## config.mk

```make
export PLATFORM = sky130hd
export DESIGN_NAME = cfi_feature_regs
export DESIGN_NICKNAME = d
export VERILOG_FILES = /design/src/pkg/cfi_pkg.sv /design/src/pkg/cfi_stream_if.sv /design/src/design/cfi_feature_regs.sv /design/src/design/cfi_two_buffer.sv
export SDC_FILE = /design/constraint.sdc
export NUM_CORES = 1
export LEC_CHECK = 0
export BUFFER_PORTS_ARGS = -buffer_cell sky130_fd_sc_hd__buf_2
export CORE_MARGIN = 1.5
export CORE_UTILIZATION = 54
export DETAILED_ROUTE_END_ITERATION = 8
export PLACE_DENSITY = 0.78
export SYNTH_ARGS = -nofsm -noshare
export SYNTH_HDL_FRONTEND = slang
export SYNTH_SLANG_ARGS = --single-unit
```

## constraint.sdc

```tcl
create_clock -name clock -period 6.2 [get_ports clock]
set_input_delay 0.62 -clock clock [delete_from_list [all_inputs] [get_ports clock]]
set_output_delay 0.62 -clock clock [all_outputs]
set_load 0.1 [all_outputs]
```

## src/pkg/cfi_pkg.sv

```systemverilog
package cfi_pkg;
  // data word width and the stream word (data plus end-of-image flag)
  localparam int DW = 32;
  localparam int SW = DW + 1;

  // quadlet byte offsets from the extension base address
  localparam logic [15:0] OFF_CAP_HI   = 16'h0008;
  localparam logic [15:0] OFF_CAP_LO   = 16'h000c;
  localparam logic [15:0] OFF_PATTERN  = 16'h0098;
  localparam logic [15:0] OFF_VER_LEN  = 16'h1010;
  localparam logic [15:0] OFF_VER_TEXT = 16'h1014;
  localparam logic [15:0] OFF_EXT_CTRL = 16'h2000;

  // big-endian numbering: field bit b sits at vector bit 31-b
  localparam int BIT_PRESENCE  = 31;
  localparam int BIT_TEST_IMG  = 30;
  localparam int BIT_SHADING   = 29;
  localparam int BIT_EXTD_VER  = 27;
  localparam int BIT_FW_UPLOAD = 26;
  localparam int BIT_TS_EN     = 31;
  localparam int BIT_CRC_EN    = 30;
  localparam logic CAP_SHADING   = 1'h0;
  localparam logic CAP_FW_UPLOAD = 1'h0;

  // version length field and the text itself
  localparam int VER_LEN_LSB = 16;
  localparam logic [7:0] VER_QUADS = 8'h04;
  localparam logic [0:3][31:0] VER_TEXT = {
    32'h46574944, 32'h20303030, 32'h34322056, 32'h312e3020};

  // pattern register fields
  localparam int PAT_AVAIL_LSB = 17;
  localparam logic [6:0] PAT_AVAIL = 7'h70;
  localparam int PAT_SEL_LSB = 13;
  localparam logic [2:0] PAT_MAX = 3'h3;
  localparam logic [31:0] PAT_CHECK_A = 32'h00ff00ff;
  localparam logic [31:0] PAT_CHECK_B = 32'hff00ff00;

  // trailer identifiers: values are arbitrary
  localparam logic [31:0] ID_TIMESTAMP = 32'h7e570001;
  localparam logic [31:0] ID_CRC       = 32'h7e570002;

  // checksum
  localparam logic [31:0] CRC_POLY = 32'h04c11db7;
  localparam logic [31:0] CRC_INIT = 32'hffffffff;

  typedef enum {ST_PIXEL, ST_TS_ID, ST_TS_VAL, ST_CRC_ID, ST_CRC_VAL}
    cfi_state_t;
endpackage : cfi_pkg

```

## src/pkg/cfi_stream_if.sv

```systemverilog
`timescale 1ns/1ps
interface cfi_stream_if #(parameter int W = 33);
  logic         valid;
  logic         ready;
  logic [W-1:0] data;
  modport src (output valid, output data, input ready);
  modport snk (input valid, input data, output ready);
endinterface : cfi_stream_if

```

## src/design/cfi_feature_regs.sv

```systemverilog
// How it works
// RL1: registers are quadlets at byte offsets from the extension base.
// RL2: both capability words return 1 in their presence bit.
// RL3: high capability bit 1 reads 1: test patterns available.
// RL4: high capability bit 2 shows whether shading correction exists.
// RL5: high capability bit 4 shows extended version text exists.
// RL6: high capability bit 5 shows firmware loading over the link.
// RL7: version length word bits 8 to 15 give text length in quadlets.
// RL8: read-only ASCII version text starts at offset 1014h.
// RL9: text spans exactly the reported quadlets; host reads no more.
// RL10: version text embeds the firmware identification number.
// RL11: pattern register bits 8 to 14 flag patterns 1 to 7 available.
// RL12: select field bits 16 to 18: 0 off, 1 to 3 pick a pattern.
// RL13: with a pattern on, it replaces every captured image.
// RL14: time stamp extension tags each image with its exposure start time.
// RL15: checksum extension computes a CRC over each sent image.
// RL16: extension results are appended after the image data.
// RL17: each appended block carries its extension's identifier.
// RL18: each extension has its own enable bit in one register written by the host.
// RL19: reserved bits read zero; writes to read-only fields are ignored.
// RL20: bit 0 is the most significant bit of each quadlet.
`timescale 1ns/1ps
module cfi_feature_regs import cfi_pkg::*; (
  input  wire logic          clock,
  input  wire logic          resetn,
  input  wire logic          regReq,
  input  wire logic          regWrite,
  input  wire logic [15:0]   regAddr,
  input  wire logic [31:0]   regWriteData,
  output logic               regAck,
  output logic               regError,
  output logic [31:0]        regReadData,
  input  wire logic          exposureStart,
  input  wire logic [31:0]   cycleTime,
  input  wire logic          pixValid,
  output logic               pixReady,
  input  wire logic [31:0]   pixData,
  input  wire logic          pixLast,
  output logic               outValid,
  input  wire logic          outReady,
  output logic [31:0]        outData,
  output logic               outLast
);
  typedef struct packed {
    logic        ack;
    logic        err;
    logic [31:0] rdata;
    logic [2:0]  patSel;
    logic        tsEn;
    logic        crcEn;
    logic [31:0] tsLatch;
    logic        inFrame;
    logic [2:0]  framePat;
    logic        frameTs;
    logic        frameCrc;
    logic [31:0] frameStamp;
    logic [31:0] crc;
    logic [15:0] pixCount;
    logic [7:0]  frameCount;
    cfi_state_t  st;
  } cfi_regs_t;

  cfi_regs_t r_reg;
  cfi_regs_t r_next;

  cfi_stream_if #(.W(SW)) bufIn ();
  cfi_stream_if #(.W(SW)) bufOut ();

  logic [2:0]  effPat;
  logic        effTs;
  logic        effCrc;
  logic [15:0] effIdx;
  logic [31:0] patValue;
  logic [31:0] imgWord;
  logic        fire;
  logic [15:0] verOff;
  logic        verHit;
  logic [1:0]  verIdx;

  ////////////////////////////////////////////////////////////////////////
  // all 32 bits in one cycle, msb first; runs once per accepted pixel word
  function automatic logic [31:0] crcWord(input logic [31:0] c,
                                          input logic [31:0] d);
    logic [31:0] x;
    x = c;
    for (int i = 31; i >= 0; i--) begin
      if (x[31] ^ d[i]) begin
        x = {x[30:0], 1'b0} ^ CRC_POLY;
      end else begin
        x = {x[30:0], 1'b0};
      end
    end
    return x;
  endfunction : crcWord

  // synthetic images: ramp, moving ramp, checkerboard
  function automatic logic [31:0] patWord(input logic [2:0]  sel,
                                          input logic [15:0] idx,
                                          input logic [7:0]  fc);
    logic [7:0] moved;
    moved = idx[7:0] + fc;
    case (sel)
      3'h1:    patWord = {4{idx[7:0]}};
      3'h2:    patWord = {4{moved}};
      3'h3:    patWord = idx[0] ? PAT_CHECK_B : PAT_CHECK_A;
      default: patWord = 32'h00000000;
    endcase
  endfunction : patWord

  ////////////////////////////////////////////////////////////////////////
  // settings are frozen at an image's first word so a host write
  // mid-image cannot tear the image or its trailer
  assign effPat   = r_reg.inFrame ? r_reg.framePat : r_reg.patSel;
  assign effTs    = r_reg.inFrame ? r_reg.frameTs : r_reg.tsEn;
  assign effCrc   = r_reg.inFrame ? r_reg.frameCrc : r_reg.crcEn;
  assign effIdx   = r_reg.inFrame ? r_reg.pixCount : 16'h0000;
  assign patValue = patWord(effPat, effIdx, r_reg.frameCount);
  assign imgWord  = (effPat != 3'h0) ? patValue : pixData; // RL13
  assign fire     = (r_reg.st == ST_PIXEL) && pixValid && bufIn.ready;

  // version text window, aligned quadlets only
  assign verOff = regAddr - OFF_VER_TEXT;
  assign verHit = (regAddr >= OFF_VER_TEXT) && (regAddr[1:0] == 2'h0)
                  && (verOff[15:2] < {6'h00, VER_QUADS}); // RL9
  assign verIdx = verOff[3:2];

  ////////////////////////////////////////////////////////////////////////
  // stream side: image words, then the optional trailer blocks
  always_comb begin
    pixReady    = 1'b0;
    bufIn.valid = 1'b0;
    bufIn.data  = '0;
    case (r_reg.st)
      ST_PIXEL: begin
        pixReady    = bufIn.ready;
        bufIn.valid = pixValid;
        bufIn.data  = {pixLast && !effTs && !effCrc, imgWord};
      end
      ST_TS_ID: begin
        bufIn.valid = 1'b1;
        bufIn.data  = {1'b0, ID_TIMESTAMP}; // RL17
      end
      ST_TS_VAL: begin
        bufIn.valid = 1'b1;
        bufIn.data  = {!r_reg.frameCrc, r_reg.frameStamp}; // RL14
      end
      ST_CRC_ID: begin
        bufIn.valid = 1'b1;
        bufIn.data  = {1'b0, ID_CRC}; // RL17
      end
      ST_CRC_VAL: begin
        bufIn.valid = 1'b1;
        bufIn.data  = {1'b1, ~r_reg.crc}; // RL15
      end
      default: begin
        pixReady    = 1'b0;
        bufIn.valid = 1'b0;
      end
    endcase
  end

  ////////////////////////////////////////////////////////////////////////
  // next state: register answers, host writes, stream sequencing
  always_comb begin
    r_next = r_reg;
    r_next.ack   = regReq; // RL1
    r_next.err   = 1'b0;
    r_next.rdata = 32'h00000000; // RL19

    // reads: every field placed at vector bit 31-b
    if (regReq && !regWrite) begin
      case (regAddr)
        OFF_CAP_HI: begin
          r_next.rdata[BIT_PRESENCE]  = 1'b1; // RL2 RL20
          r_next.rdata[BIT_TEST_IMG]  = 1'b1; // RL3
          r_next.rdata[BIT_SHADING]   = CAP_SHADING; // RL4
          r_next.rdata[BIT_EXTD_VER]  = 1'b1; // RL5
          r_next.rdata[BIT_FW_UPLOAD] = CAP_FW_UPLOAD; // RL6
        end
        OFF_CAP_LO: r_next.rdata[BIT_PRESENCE] = 1'b1; // RL2
        OFF_VER_LEN: begin
          r_next.rdata[BIT_PRESENCE] = 1'b1;
          r_next.rdata[VER_LEN_LSB +: 8] = VER_QUADS; // RL7
        end
        OFF_PATTERN: begin
          r_next.rdata[BIT_PRESENCE] = 1'b1;
          r_next.rdata[PAT_AVAIL_LSB +: 7] = PAT_AVAIL; // RL11
          r_next.rdata[PAT_SEL_LSB +: 3] = r_reg.patSel; // RL12
        end
        OFF_EXT_CTRL: begin
          r_next.rdata[BIT_TS_EN]  = r_reg.tsEn; // RL18
          r_next.rdata[BIT_CRC_EN] = r_reg.crcEn;
        end
        default: begin
          if (verHit) begin
            r_next.rdata = VER_TEXT[verIdx]; // RL8 RL10
          end else begin
            r_next.err = 1'b1;
          end
        end
      endcase
    end

    // writes: only the select field and extension enables take effect
    if (regReq && regWrite) begin
      case (regAddr)
        OFF_PATTERN: begin
          // unsupported pattern numbers leave the selection alone
          if (regWriteData[PAT_SEL_LSB +: 3] <= PAT_MAX) begin // RL19
            r_next.patSel = regWriteData[PAT_SEL_LSB +: 3]; // RL12
          end
        end
        OFF_EXT_CTRL: begin
          r_next.tsEn  = regWriteData[BIT_TS_EN]; // RL18
          r_next.crcEn = regWriteData[BIT_CRC_EN];
        end
        OFF_CAP_HI, OFF_CAP_LO, OFF_VER_LEN: r_next.err = 1'b0;
        default: r_next.err = !verHit;
      endcase
    end

    // exposure start time, held until the image's first word
    if (exposureStart) begin
      r_next.tsLatch = cycleTime; // RL14
    end

    case (r_reg.st)
      ST_PIXEL: begin
        if (fire) begin
          if (!r_reg.inFrame) begin
            r_next.framePat   = r_reg.patSel;
            r_next.frameTs    = r_reg.tsEn;
            r_next.frameCrc   = r_reg.crcEn;
            r_next.frameStamp = r_reg.tsLatch;
          end
          r_next.crc = crcWord(r_reg.inFrame ? r_reg.crc : CRC_INIT,
                               imgWord); // RL15
          r_next.pixCount = effIdx + 16'h0001;
          r_next.inFrame  = !pixLast;
          if (pixLast) begin
            r_next.frameCount = r_reg.frameCount + 8'h01;
            if (effTs) begin
              r_next.st = ST_TS_ID; // RL16
            end else if (effCrc) begin
              r_next.st = ST_CRC_ID; // RL16
            end
          end
        end
      end
      ST_TS_ID: begin
        if (bufIn.ready) begin
          r_next.st = ST_TS_VAL;
        end
      end
      ST_TS_VAL: begin
        if (bufIn.ready) begin
          r_next.st = r_reg.frameCrc ? ST_CRC_ID : ST_PIXEL;
        end
      end
      ST_CRC_ID: begin
        if (bufIn.ready) begin
          r_next.st = ST_CRC_VAL;
        end
      end
      ST_CRC_VAL: begin
        if (bufIn.ready) begin
          r_next.st = ST_PIXEL;
        end
      end
      default: r_next.st = ST_PIXEL;
    endcase
  end

  always_ff @(posedge clock or negedge resetn) begin
    if (!resetn) begin
      r_reg <= '0;
    end else begin
      r_reg <= r_next;
    end
  end

  ////////////////////////////////////////////////////////////////////////
  // two-entry buffer keeps words when the receiver stalls
  cfi_two_buffer #(.W(SW)) u_buf (
    .clock  (clock),
    .resetn (resetn),
    .inS    (bufIn),
    .outS   (bufOut)
  );

  assign bufOut.ready = outReady;
  assign outValid     = bufOut.valid;
  assign outData      = bufOut.data[31:0];
  assign outLast      = bufOut.data[32];
  assign regAck       = r_reg.ack;
  assign regError     = r_reg.err;
  assign regReadData  = r_reg.rdata;
endmodule : cfi_feature_regs

```

## src/design/cfi_two_buffer.sv

```systemverilog
`timescale 1ns/1ps
module cfi_two_buffer #(parameter int W = 33) (
  input wire logic clock,
  input wire logic resetn,
  cfi_stream_if.snk inS,
  cfi_stream_if.src outS
);
  typedef struct packed {
    logic [1:0][W-1:0] mem;
    logic              rdPtr;
    logic              wrPtr;
    logic [1:0]        count;
  } cfi_buf_t;

  cfi_buf_t b_reg;
  cfi_buf_t b_next;
  logic     push;
  logic     pop;

  ////////////////////////////////////////////////////////////////////////
  // ready stays honest: full means the source really stalls
  assign inS.ready  = (b_reg.count != 2'h2);
  assign outS.valid = (b_reg.count != 2'h0);
  assign outS.data  = b_reg.mem[b_reg.rdPtr];
  assign push = inS.valid && inS.ready;
  assign pop  = outS.valid && outS.ready;

  // next state of the two slots
  always_comb begin
    b_next = b_reg;
    if (push) begin
      b_next.mem[b_reg.wrPtr] = inS.data;
      b_next.wrPtr = ~b_reg.wrPtr;
    end
    if (pop) begin
      b_next.rdPtr = ~b_reg.rdPtr;
    end
    case ({push, pop})
      2'b10:   b_next.count = b_reg.count + 2'h1;
      2'b01:   b_next.count = b_reg.count - 2'h1;
      default: b_next.count = b_reg.count;
    endcase
  end

  always_ff @(posedge clock or negedge resetn) begin
    if (!resetn) begin
      b_reg <= '0;
    end else begin
      b_reg <= b_next;
    end
  end
endmodule : cfi_two_buffer

```

==> metrics <==
status completed; Required @ worst endpoint 6.59 ns; pin count of the biggest net entering global routing 77; Tightest Hold Check Type input port to async pin; post-cts sizing count 0; IO buf count 156; Starting Density 54.8%; vias per inst 5.86; first-pass iteration count of the detailed router 6; Slew @ Worst Pin 1.16 ns; CTS tree built; antenna violations before repair 0; sequential element share of the synthesized area 36.2%; drt initial violations 1356; element type at the critical path start flip-flop; RSZ-0062 raised after global routing false; Critical R2R Capture r_reg[69]$_DFFE_PN0P_; I/O pins 189; Largest register FFs 126; CTS Buf Count 25; Synth Area per Inst 9.97 um2; Post-CTS Setup Repair Bufs 0; DRC violations left 0; Yosys top cell by area dfrtp_1; r2r startpoint r_reg[125]$_DFFE_PN0P_; htree depth 1; top cells by area, synth dfrtp_1 36%, xnor2_1 10%, mux2_2 10%, xnor3_1 4.2%, xor2_1 3.6%; wire length per cell 20.9 um; routability cong. 0.952; Main synth FF type dfrtp_1; Layout fillers 2280; detailed-placement wirelength estimate 31700 um; CP arrival 6.27 ns; Worst Setup Path Type flip-flop to flip-flop; met1 Use GR 40.0%; share of cells above drive strength 1 25.5%; final WL 42100 um; commonest cells in the netlist 220 x dfrtp_1, 182 x xnor2_1, 138 x mux2_2; yosys warns 0; Synth top area share 36.2%; Final Hold Viols 0; Area Growth Syn to Fin 11.9%; fmax 0.170 GHz; remaining antenna violation count 0; GR Layer Usage met2 45.9%; GRT Max-Usage Layer met2; row count 61; clock sink count 220; clk_lat worst skew 0.55 ns; final hold slack 0.0296 ns; r2r setup slk 0.32 ns; Slew Viols, Final 0; max_cap viols 0; endpoints failing setup 0; Synth Register Bits 220; total negative slack 0 ns; crit path capture type flip-flop; Max Buffers Root-to-Sink 3; gate count after technology mapping 1524; FFs w/ async S/R, synth 100%; Final Skew 0.0222 ns; cts hold-fix bufs 0; height of the die 171 um; first-pass GRT wire length 64000 um; aggregate global-route resource usage 28.9%; placed insts 1978; Synth cell types 87; vias in the first global route 11311; global route total overflow 0; Worst Reg-to-Reg Cells 17; Final nets 1760; via count 11840; most numerous cell in the Yosys netlist dfrtp_1; Mapped Area 15200 um2; die area 29100 um2; M3 GR Usage 3.86%; non-filler cells, final 2021; ANT cells 0; Slew HR 22.8%; min Tclk post-route 5.88 ns; Post-synth EDFFs 0; Critical Path Fanout Max 8; period utilization 94.9%; area of the core 27700 um2; clk root buf clkbuf_16; Die Wd 171 um; clock-pin slew on the worst setup and hold paths 0.06 ns
-- worst max-delay path, stage by stage, from the launching register on --
cell and delay [ns]:
dfrtp_2 0.48, and2_1 0.20, ha_1 0.23, ha_1 0.22, a21boi_0 0.13, a211oi_1 0.41, mux2i_2 0.51, nand4_1 0.28
and3_1 0.29, a221oi_4 0.51, xor2_2 0.25, xnor3_1 0.41, xnor3_2 0.51, xnor2_2 0.26, xnor3_2 0.55, xor2_2 0.23
xor2_1 0.17, o21ai_1 0.07
-- placed cells by master (no fill, tap or decap), types with 10 or more instances in the layout --
master and n:
dfrtp_1 219, xnor2_1 182, buf_2 155, mux2_2 138, nor2_1 133, nand2_1 113, a21oi_1 84, o21ai_0 77
xor2_1 63, buf_4 37, xnor3_1 28, clkbuf_16 25, nand2b_1 24, nor3_1 22, o31ai_1 20, inv_1 18
nand3_1 16, and2_1 15, o22ai_1 15, nor2b_1 13, ha_1 13, or3_1 11, mux2i_1 11, xnor2_2 11
o21ai_1 11, a22oi_1 10
-- cell families after synthesis --
family	Yosys count	share of synthesized area (%)
AND/OR/NAND/NOR	393	12.1
XOR/XNOR	302	22.1
AO/OA/AOI/OAI	301	12.7
flip-flops	220	36.2
multiplexers	152	11.2
buffers and inverters	141	4.51
adder cells (fa/ha/maj)	14	1.14
other	1	0.0247
-- layer usage --
| layer | vias to the layer above | share of wire (%) |
|---|---|---|
| li1 | 5464 | - |
| met1 | 5816 | 42 |
| met2 | 472 | 47 |
| met3 | 88 | 7.0 |
| met4 | 0 | 3.9 |
| met5 | - | 0 |
-- final cells by class --
class,instances,area [um2],area share (%)
multi-input cells,1167,9040,53.2
flip-flops and latches,220,5510,32.4
repair buffers,193,1070,6.29
clock buffers,33,666,3.92
well taps,378,473,2.78
clock inverters,10,169,0.994
inverters,20,75.1,0.442
-- stage by stage --
step                      setup WS, ns  utilization, %  area, um2
after detailed placement         0.430            58.3      16200
final                            0.317            61.3      17000
after floorplan                 0.0126               -      15200
after global routing            0.0776            61.3      17000
after CTS                        0.372            61.3      17000
after global placement           0.584            58.3      16200
-- how the worst max path moves through the flow --
stage | start | endpoint | slack (ns) | depth (start not counted)
after floorplan | r_reg[125]$_DFFE_PN0P_ | r_reg[61]$_DFFE_PN0P_ | 0.01 | 24
after global placement | r_reg[125]$_DFFE_PN0P_ | r_reg[66]$_DFFE_PN0P_ | 0.58 | 17
after detailed placement | r_reg[125]$_DFFE_PN0P_ | r_reg[69]$_DFFE_PN0P_ | 0.43 | 17
after CTS | r_reg[125]$_DFFE_PN0P_ | r_reg[69]$_DFFE_PN0P_ | 0.37 | 17
after global routing | r_reg[125]$_DFFE_PN0P_ | r_reg[69]$_DFFE_PN0P_ | 0.08 | 17
final | r_reg[125]$_DFFE_PN0P_ | r_reg[69]$_DFFE_PN0P_ | 0.32 | 17
Power is left out: the tool's default activity adds up to more than one toggle a clock period on the data nets, which glitch-free logic cannot reach.
